[config.mk]
export PLATFORM = sky130hd
export DESIGN_NAME = freefall_motion_detector
export DESIGN_NICKNAME = d
export VERILOG_FILES = /design/src/design/event_detect_pkg.sv /design/src/design/axis_compare.sv /design/src/design/freefall_motion_detector.sv
export SDC_FILE = /design/constraint.sdc
export NUM_CORES = 1
export LEC_CHECK = 0
export ABC_AREA = 1
export BUFFER_PORTS_ARGS = -buffer_cell sky130_fd_sc_hd__buf_2
export CAP_MARGIN = 20
export CELL_PAD_IN_SITES_DETAIL_PLACEMENT = 1
export CELL_PAD_IN_SITES_GLOBAL_PLACEMENT = 1
export CORE_MARGIN = 2
export CORE_UTILIZATION = 41
export DETAILED_ROUTE_END_ITERATION = 6
export MAX_ROUTING_LAYER = met4
export PLACE_DENSITY_LB_ADDON = 0.1
export SKIP_LAST_GASP = 1
export SLEW_MARGIN = 40
export SYNTH_ARGS = -nofsm -noshare
export SYNTH_HDL_FRONTEND = slang
export SYNTH_SLANG_ARGS = --single-unit
[constraint.sdc]
create_clock -name ref_clk -period 4.3 [get_ports ref_clk]
set_clock_uncertainty 0.05 [all_clocks]
set_input_delay 0.86 -clock ref_clk [delete_from_list [all_inputs] [get_ports ref_clk]]
set_output_delay 0.86 -clock ref_clk [all_outputs]
set_load 0.02 [all_outputs]
[src/design/event_detect_pkg.sv]
/*
 * constants for the freefall / motion event detector: register offsets,
 * field positions, reset values and data widths.
 * assumes one sample clock domain and an 8-bit register port.
 */
package event_detect_pkg;

    // data widths
    localparam int unsigned REG_AW   = 8;  // register address width
    localparam int unsigned REG_DW   = 8;  // register data width
    localparam int unsigned ACCEL_W  = 8;  // signed axis sample, +-8 g scale
    localparam int unsigned THS_W    = 7;  // threshold field width
    localparam int unsigned CNT_W    = 8;  // debounce counter width

    // register offsets
    localparam logic [REG_AW-1:0] OFS_CONFIG    = 8'h15; // event_detect_config
    localparam logic [REG_AW-1:0] OFS_SOURCE    = 8'h16; // event_detect_source
    localparam logic [REG_AW-1:0] OFS_THRESHOLD = 8'h17; // event_threshold
    localparam logic [REG_AW-1:0] OFS_COUNT     = 8'h18; // debounce_count
    localparam logic [REG_AW-1:0] OFS_IRQ_CTRL  = 8'h19; // irq enable and routing

    // event_detect_config fields
    localparam int unsigned CFG_LATCH_BIT   = 7;  // latch_enable
    localparam int unsigned CFG_COMBINE_BIT = 6;  // combine_select
    localparam int unsigned CFG_ZEN_BIT     = 5;  // z_axis_enable
    localparam int unsigned CFG_YEN_BIT     = 4;  // y_axis_enable
    localparam int unsigned CFG_XEN_BIT     = 3;  // x_axis_enable

    // event_detect_source fields
    localparam int unsigned SRC_EA_BIT      = 7;  // event_active
    localparam int unsigned SRC_Z_LSB       = 4;  // z event/polarity pair
    localparam int unsigned SRC_Y_LSB       = 2;  // y event/polarity pair
    localparam int unsigned SRC_X_LSB       = 0;  // x event/polarity pair

    // event_threshold fields
    localparam int unsigned THS_MODE_BIT    = 7;  // debounce_mode

    // detector irq control fields
    localparam int unsigned IRQ_EN_BIT      = 0;  // detector_irq_enable
    localparam int unsigned IRQ_ROUTE_BIT   = 1;  // detector_irq_route

    // reset values and counter constants
    localparam logic [REG_DW-1:0] CONFIG_RST    = 8'h00;
    localparam logic [REG_DW-1:0] THRESHOLD_RST = 8'h00;
    localparam logic [REG_DW-1:0] COUNT_RST     = 8'h00;
    localparam logic [REG_DW-1:0] IRQ_CTRL_RST  = 8'h00;
    localparam logic [CNT_W-1:0]  CNT_ZERO      = 8'h00;
    localparam logic [CNT_W-1:0]  CNT_ONE       = 8'h01;
    localparam logic [5:0]        FLAGS_RST     = 6'h00;

endpackage : event_detect_pkg

[src/design/axis_compare.sv]
/*
 * one axis of the detector: magnitude of a signed sample against the
 * unsigned threshold, plus the sign of the sample.
 * assumes the sample is already in the fixed +-8 g detection scale.
 */
module axis_compare
    import event_detect_pkg::*;
(
    input  wire logic signed [event_detect_pkg::ACCEL_W-1:0] sample,
    input  wire logic        [event_detect_pkg::THS_W-1:0]   threshold,
    output logic                                             above,
    output logic                                             negative
);

    // absolute value; -128 maps to 128, which still fits unsigned
    function automatic logic [ACCEL_W-1:0] magnitude(input logic signed [ACCEL_W-1:0] s);
        logic [ACCEL_W-1:0] r;
        r = s[ACCEL_W-1] ? ACCEL_W'(-s) : ACCEL_W'(s);
        return r;
    endfunction

    // strictly greater than is motion; at or below is low-g  [RQ8] [RQ9] [RQ13] [RQ15]
    assign above    = magnitude(sample) > {1'b0, threshold};
    // sign bit set means a negative-g event  [RQ12]
    assign negative = sample[ACCEL_W-1];

endmodule // axis_compare

[src/design/freefall_motion_detector.sv]
/*
 * freefall / motion event detector with debounce and source latching,
 * reached over a plain address / strobe register port.
 * assumes sample_valid is a one-cycle strobe per output sample and that
 * axis samples come from logic on ref_clk in the +-8 g detection scale.
 */
// How it works
// RQ1 - latch mode freezes flags until source read
// RQ2 - without latch, flags follow every sample
// RQ3 - latched source read clears every source bit
// RQ4 - combine select: 0 AND freefall, 1 OR
// RQ5 - axis enable bits include axes, reset excluded
// RQ6 - event active follows debounced combined condition
// RQ7 - event active gated by irq enable, routing
// RQ8 - motion when magnitude strictly above threshold
// RQ9 - freefall when enabled magnitudes at/below threshold
// RQ10 - source layout: active bit7, pairs z/y/x
// RQ11 - disabled axis flags always read zero
// RQ12 - polarity zero positive, one negative g
// RQ13 - unsigned 7-bit threshold, reset zero
// RQ14 - threshold step 0.063 g per count
// RQ15 - compare on fixed +-8 g data
// RQ16 - mode 0: count up, down otherwise
// RQ17 - mode 1: clear counter when condition false
// RQ18 - mode 0: decrement by one down to zero
// RQ19 - flag at count value, never beyond it
// RQ20 - count register 8-bit read/write, reset zero
// RQ21 - unlatched source read changes nothing
// RQ22 - counter steps only on sample strobe
module freefall_motion_detector
    import event_detect_pkg::*;
(
    input  wire logic                                       ref_clk,      // sample clock
    input  wire logic                                       rst_n,        // sync reset, low
    input  wire logic                                       sample_valid, // new sample strobe
    input  wire logic signed [event_detect_pkg::ACCEL_W-1:0] accel_x,     // x sample
    input  wire logic signed [event_detect_pkg::ACCEL_W-1:0] accel_y,     // y sample
    input  wire logic signed [event_detect_pkg::ACCEL_W-1:0] accel_z,     // z sample
    input  wire logic        [event_detect_pkg::REG_AW-1:0]  reg_addr,    // register address
    input  wire logic        [event_detect_pkg::REG_DW-1:0]  reg_wdata,   // write data
    input  wire logic                                       reg_wr,       // write strobe
    input  wire logic                                       reg_rd,       // read strobe
    output logic             [event_detect_pkg::REG_DW-1:0]  reg_rdata,   // read data
    output logic                                            irq_line1,    // irq, route 0
    output logic                                            irq_line2     // irq, route 1
);

    import event_detect_pkg::*;

    // software registers
    logic [REG_DW-1:0] config_q;     // event_detect_config
    logic [REG_DW-1:0] threshold_q;  // event_threshold
    logic [REG_DW-1:0] count_q;      // debounce_count
    logic [REG_DW-1:0] irq_ctrl_q;   // enable and routing
    logic [REG_DW-1:0] rdata_q;      // read data stage
    logic              irq1_q;       // irq line 1 flop
    logic              irq2_q;       // irq line 2 flop

    // detector state
    logic [CNT_W-1:0]  cnt_q;        // debounce counter
    logic [CNT_W-1:0]  cnt_d;        // its next value
    logic              ea_q;         // event active
    logic [5:0]        flags_q;      // z,y,x event/polarity pairs

    // decoded controls
    logic              latch_enable;
    logic              combine_select;
    logic [2:0]        axis_en;      // {z,y,x}
    logic              debounce_mode;
    logic [THS_W-1:0]  threshold_value;

    // per-axis compare results {z,y,x}
    logic [2:0]        above;
    logic [2:0]        negative;
    logic [5:0]        live_flags;   // real-time pairs
    logic              cond;         // combined condition
    logic              src_read;     // read strobe on source
    logic              rd_clr;       // latched-mode read clear
    logic              ea_set;       // debounce complete this sample
    logic              ea_drop;      // unlatched release this sample

    // expand {z,y,x} enables into the six source bit mask
    function automatic logic [5:0] pair_mask(input logic [2:0] en);
        return {en[2], en[2], en[1], en[1], en[0], en[0]};
    endfunction

    // source register image, disabled axes forced to zero
    function automatic logic [REG_DW-1:0] source_image(input logic       ea,
                                                       input logic [5:0] fl,
                                                       input logic [2:0] en);
        return {ea, 1'b0, fl & pair_mask(en)};  // [RQ10] [RQ11]
    endfunction

    assign latch_enable    = config_q[CFG_LATCH_BIT];
    assign combine_select  = config_q[CFG_COMBINE_BIT];
    assign axis_en         = {config_q[CFG_ZEN_BIT], config_q[CFG_YEN_BIT],
                              config_q[CFG_XEN_BIT]};
    assign debounce_mode   = threshold_q[THS_MODE_BIT];
    assign threshold_value = threshold_q[THS_W-1:0];

    // one comparator per axis
    axis_compare u_cmp_x (
        .sample    (accel_x),
        .threshold (threshold_value),
        .above     (above[0]),
        .negative  (negative[0])
    );
    axis_compare u_cmp_y (
        .sample    (accel_y),
        .threshold (threshold_value),
        .above     (above[1]),
        .negative  (negative[1])
    );
    axis_compare u_cmp_z (
        .sample    (accel_z),
        .threshold (threshold_value),
        .above     (above[2]),
        .negative  (negative[2])
    );

    // live flags: high-g per enabled axis, with its sign  [RQ5] [RQ12]
    assign live_flags = {above[2], above[2] & negative[2],
                         above[1], above[1] & negative[1],
                         above[0], above[0] & negative[0]} & pair_mask(axis_en);

    // OR of enabled highs for motion, AND of enabled lows for freefall
    always_comb
    begin
        if (combine_select)
        begin
            cond = |(above & axis_en);                     // [RQ4] [RQ8]
        end
        else
        begin
            cond = (&(~above | ~axis_en)) && (|axis_en);   // [RQ4] [RQ9]
        end
    end

    assign src_read = reg_rd && (reg_addr == OFS_SOURCE);
    assign rd_clr   = src_read && latch_enable;            // [RQ3] [RQ21]

    // next counter value; a sample after a clearing read starts from zero
    always_comb
    begin
        cnt_d = cnt_q;
        if (rd_clr)
        begin
            cnt_d = CNT_ZERO;                              // [RQ3]
        end
        if (sample_valid)                                  // [RQ22]
        begin
            if (cond)
            begin
                // saturate at the programmed count  [RQ16] [RQ19]
                cnt_d = (cnt_d < count_q) ? cnt_d + CNT_ONE : count_q;
            end
            else if (debounce_mode)
            begin
                cnt_d = CNT_ZERO;                          // [RQ17]
            end
            else if (cnt_d != CNT_ZERO)
            begin
                cnt_d = cnt_d - CNT_ONE;                   // [RQ16] [RQ18]
            end
        end
    end

    assign ea_set  = sample_valid && cond && (cnt_d == count_q);              // [RQ6] [RQ19]
    assign ea_drop = sample_valid && !cond && (debounce_mode || cnt_d == CNT_ZERO);

    // debounce counter
    always_ff @(posedge ref_clk)
    begin
        if (!rst_n)
        begin
            cnt_q <= CNT_ZERO;
        end
        else
        begin
            cnt_q <= cnt_d;
        end
    end

    // event active: set wins over any clear in the same cycle
    always_ff @(posedge ref_clk)
    begin
        if (!rst_n)
        begin
            ea_q <= 1'b0;
        end
        else if (ea_set)
        begin
            ea_q <= 1'b1;                                  // [RQ6]
        end
        else if (latch_enable ? rd_clr : ea_drop)
        begin
            ea_q <= 1'b0;                                  // [RQ3]
        end
    end

    // source flags: live unless frozen by a latched event
    always_ff @(posedge ref_clk)
    begin
        if (!rst_n)
        begin
            flags_q <= FLAGS_RST;
        end
        else if (sample_valid && !(latch_enable && ea_q))
        begin
            flags_q <= live_flags;                         // [RQ1] [RQ2]
        end
        else if (rd_clr)
        begin
            flags_q <= FLAGS_RST;                          // [RQ3]
        end
    end

    // software writes
    always_ff @(posedge ref_clk)
    begin
        if (!rst_n)
        begin
            config_q    <= CONFIG_RST;
            threshold_q <= THRESHOLD_RST;                  // [RQ13] [RQ14]
            count_q     <= COUNT_RST;                      // [RQ20]
            irq_ctrl_q  <= IRQ_CTRL_RST;
        end
        else if (reg_wr)
        begin
            case (reg_addr)
                OFS_CONFIG:    config_q    <= {reg_wdata[7:3], 3'b000};
                OFS_THRESHOLD: threshold_q <= reg_wdata;
                OFS_COUNT:     count_q     <= reg_wdata;   // [RQ20]
                OFS_IRQ_CTRL:  irq_ctrl_q  <= {6'h00, reg_wdata[1:0]};
                default:       ;                           // unmapped: ignored
            endcase
        end
    end

    // read data: valid only in the cycle after the strobe, else zero
    always_ff @(posedge ref_clk)
    begin
        if (!rst_n)
        begin
            rdata_q <= '0;
        end
        else if (reg_rd)
        begin
            case (reg_addr)
                OFS_CONFIG:    rdata_q <= config_q;
                OFS_SOURCE:    rdata_q <= source_image(ea_q, flags_q, axis_en); // [RQ10]
                OFS_THRESHOLD: rdata_q <= threshold_q;
                OFS_COUNT:     rdata_q <= count_q;
                OFS_IRQ_CTRL:  rdata_q <= irq_ctrl_q;
                default:       rdata_q <= '0;              // unmapped reads zero
            endcase
        end
        else
        begin
            rdata_q <= '0;
        end
    end

    // interrupt lines: event active gated by enable and routing
    always_ff @(posedge ref_clk)
    begin
        if (!rst_n)
        begin
            irq1_q <= 1'b0;
            irq2_q <= 1'b0;
        end
        else
        begin
            irq1_q <= ea_q && irq_ctrl_q[IRQ_EN_BIT] && !irq_ctrl_q[IRQ_ROUTE_BIT]; // [RQ7]
            irq2_q <= ea_q && irq_ctrl_q[IRQ_EN_BIT] && irq_ctrl_q[IRQ_ROUTE_BIT];  // [RQ7]
        end
    end

    assign reg_rdata = rdata_q;
    assign irq_line1 = irq1_q;
    assign irq_line2 = irq2_q;
endmodule // freefall_motion_detector

==> run metrics <==
total routed wirelength 13520 um; TritonCTS clock tree done; clock slew at reported path FFs between 0.1 and 0.15 ns; drt drc 0; critical path peak fanout 10; PwrDens around 570 mW/mm^2; largest net degree at the start of global routing 24; slew at the pin with the worst max-slew slack 0.6441 ns; crit share post-route 90.74%; XOR/XNOR share of the synthesized area under 10%; Initial Utilization between 40% and 50%; Top cell by count, worst path nand2_1; Ys Warns 0; fin. max-slew vios 0; CTS Sinks 48; sequential element share of the synthesized area 23.54%; Buffers on Ports 54; first-pass GRT wire length around 22000 um; Layout fillers 1367; cts hold-fix bufs 0; top cell type's share of synthesized area a little under a quarter; largest family of logic cells by synthesized area simple AND/OR/NAND/NOR gates; vias roughly 4400; antenna-violating nets left 0; Crit-path slowest cell ha_1; outcome finished clean; Startpoint Class input port; compound-cell area share of the yosys netlist 12.47%; Setup CP Type input port to register; final setup vio count 0; WP buf/inv 4; Max-Cap Viols 0; I/O pin cnt 55; # rows 36; synth-to-layout area growth 13.67%; Initial DRC Count between 150 and 200; #FFs+latches synth between 40 and 50; Max-Slew Margin vs Limit a little under three fifths; Crit. End Element register; die width 103.8 um; Post-Syn Area ~0.004 sq mm; f_max around 0.26 GHz; chip height between 100 and 150 um; mux contribution to synthesized area 0%; delay-heaviest family, CP simple AND/OR/NAND/NOR gates; Leak 0.002338 uW; critical path required time ~4.5 ns; grt met1 use 30.95%; final hold vios 0; post-synth cell types 43; htree depth 2; setup TNS 0 ns; core outline area just under 0.01 sq mm; GR peak layer met2; Arrival @ worst endpoint between 4 and 5 ns; adder-cell share of the synthesized area between 10% and 20%; biggest area consumer among synthesized cells dfxtp_1; Peak VDD IR 0.3836 mV; root buffer cell clkbuf_8; residual overflow from global routing 0; via-per-instance ratio 5.216; Die Footprint 0.01077 sq mm; iteration count of the initial detailed-routing pass 4; Hold Crit Class register to register; fin crit period roughly 3.9 ns; Mean Syn Cell Area between 6 and 7 sq um; M3 GR Usage roughly 3.8%; Placer Congestion 0.8936; slowest stage delay, CP ~0.28 ns; vias in the first global route about 4600; cell count after synthesis 648; share of layout cells above drive strength 1 15.54%; detailed placement HPWL 11260 um; clk_lat worst skew between 0.3 and 0.4 ns; CTS buffer count 5; initial antenna violation count 1; RSZ-0062 raised after global routing false; drt wl/cell 16.05 um; gr usage total approximately a quarter; clock buffer depth 2; Synth area leaders dfxtp_1 24%, nand2_1 16%, ha_1 10%, inv_1 9.0%, nor2_1 6.9%; syn nets 727; Simple-Gate Fraction of Synth Area between 30% and 40%; Min Hold Slack ~0.37 ns; routing usage on met2 46.36%; fin nets just under 800
-- cells in the mapped netlist (all sizes together) --
cell type  number
ha             34
a21boi          1
o31ai           2
a31oi           1
clkinv          5
nand4          15
a21oi          32
o22ai           5
nand2         182
a221oi          5
inv           106
dfxtp          48
clkbuf          9
o221ai          1
o21bai          1
nand3b          2
buf             3
xnor2           4
nor3           10
nor4            1
xor2           17
o21a            2
or2             2
nor2           85
o21ai          33
o211ai          1
a211oi          5
nand3          36
-- registers in the layout, summed over array words and instances, names as in the netlist --
name,count
reg_rdata,8
threshold_q,8
ea_q,1
count_q,8
irq_line1,1
flags_q,6
irq_ctrl_q,2
irq_line2,1
config_q,5
cnt_q,8
-- placed cells by master (no fill, tap or decap), drive strengths merged --
cell    instances
nand2         182
a31oi           1
o211ai          1
nor4            1
nand3          36
inv           107
o21bai          1
xnor2           4
a21oi          32
nor3           10
nor2           85
o221ai          1
xor2           17
o22ai           5
ha             34
nand3b          2
clkbuf          6
a221oi          5
o21a            2
o31ai           2
dfxtp          48
nand4          15
clkinv          6
diode           1
o21ai          33
a211oi          5
buf            64
a21boi          1
or2             2
-- worst register-to-register path, cell delays in order, from the launching register on --
cell and delay [ns]:
dfxtp_1 0.41, nand2_1 0.07, inv_1 0.09, nand3_4 0.15, buf_4 0.24, nand2_4 0.15
inv_1 0.10, ha_1 0.28, nand2_1 0.05, nand2_1 0.06, nand2_1 0.05, nand2_1 0.08
nand2_2 0.07, nand2_1 0.08, buf_4 0.16, buf_4 0.15, nand2_1 0.05, nand2_1 0.07
nor2_1 0.04, nor2_1 0.22, nand2_1 0.10, nor2_1 0.12, nand2_1 0.08, nand2_1 0.06
nand2_1 0.05, nand2_1 0.07, a21oi_2 0.05
-- stage by stage --
step	instances	area (sq um)	power, uW	util [%]	setup slack [ns]
floorplan	648	4083	1786	-	0.6232
global placement	833	4537	2252	46.63	0.2073
detailed placement	833	4537	2315	46.63	0.04055
CTS	841	4633	2633	47.62	0.3434
global route	842	4641	2880	47.70	0.001660
finish	842	4641	2636	47.70	0.3981
-- cells by family after synthesis --
family | after synthesis
AND/OR/NAND/NOR | 333
buffers and inverters | 123
AO/OA/AOI/OAI | 89
flip-flops | 48
adder cells (fa/ha/maj) | 34
XOR/XNOR | 21
-- worst paths after layout --
path / endpoint / slack, ns / from / cells past startpoint
worst max-delay path: ea_q / 0.40 / accel_y[0] / 30
worst min-delay path: irq_line1 / 0.37 / irq_ctrl_q[1] / 1
worst max register to register: ea_q / 1.04 / config_q[7] / 26
worst min register to register: irq_line1 / 0.37 / irq_ctrl_q[1] / 1
-- layout make-up --
cell class | instances | area [sq um] | area share [%]
Clock buffer | 6 | 82.58 | 1.779
Antenna cell | 1 | 2.502 | 0.05392
Sequential cell | 48 | 960.9 | 20.71
Timing Repair Buffer | 64 | 345.3 | 7.441
Tap cell | 133 | 166.4 | 3.586
Multi-Input combinational cell | 477 | 2645 | 57.00
Inverter | 111 | 424.2 | 9.140
Clock inverter | 2 | 13.76 | 0.2966
-- report_power, final --
| group | switching, uW | internal, uW |
|---|---|---|
| clock network | 177 | 132 |
| registers | 34.1 | 481 |
| logic | 1150 | 662 |
-- what timing repair did --
item | in CTS | in global routing
setup endpoints to repair | 0 | 1
buffers inserted | 0 | 0
gates resized for setup | 0 | 1
-- metal layers --
metal  share of wire [%]  up-vias
met5                   0        -
met4                 1.9        0
met2                  50      107
met3                 4.9       22
li1                    -     2188
met1                  43     2075
Note: power is estimated with default switching activity, not from simulation.
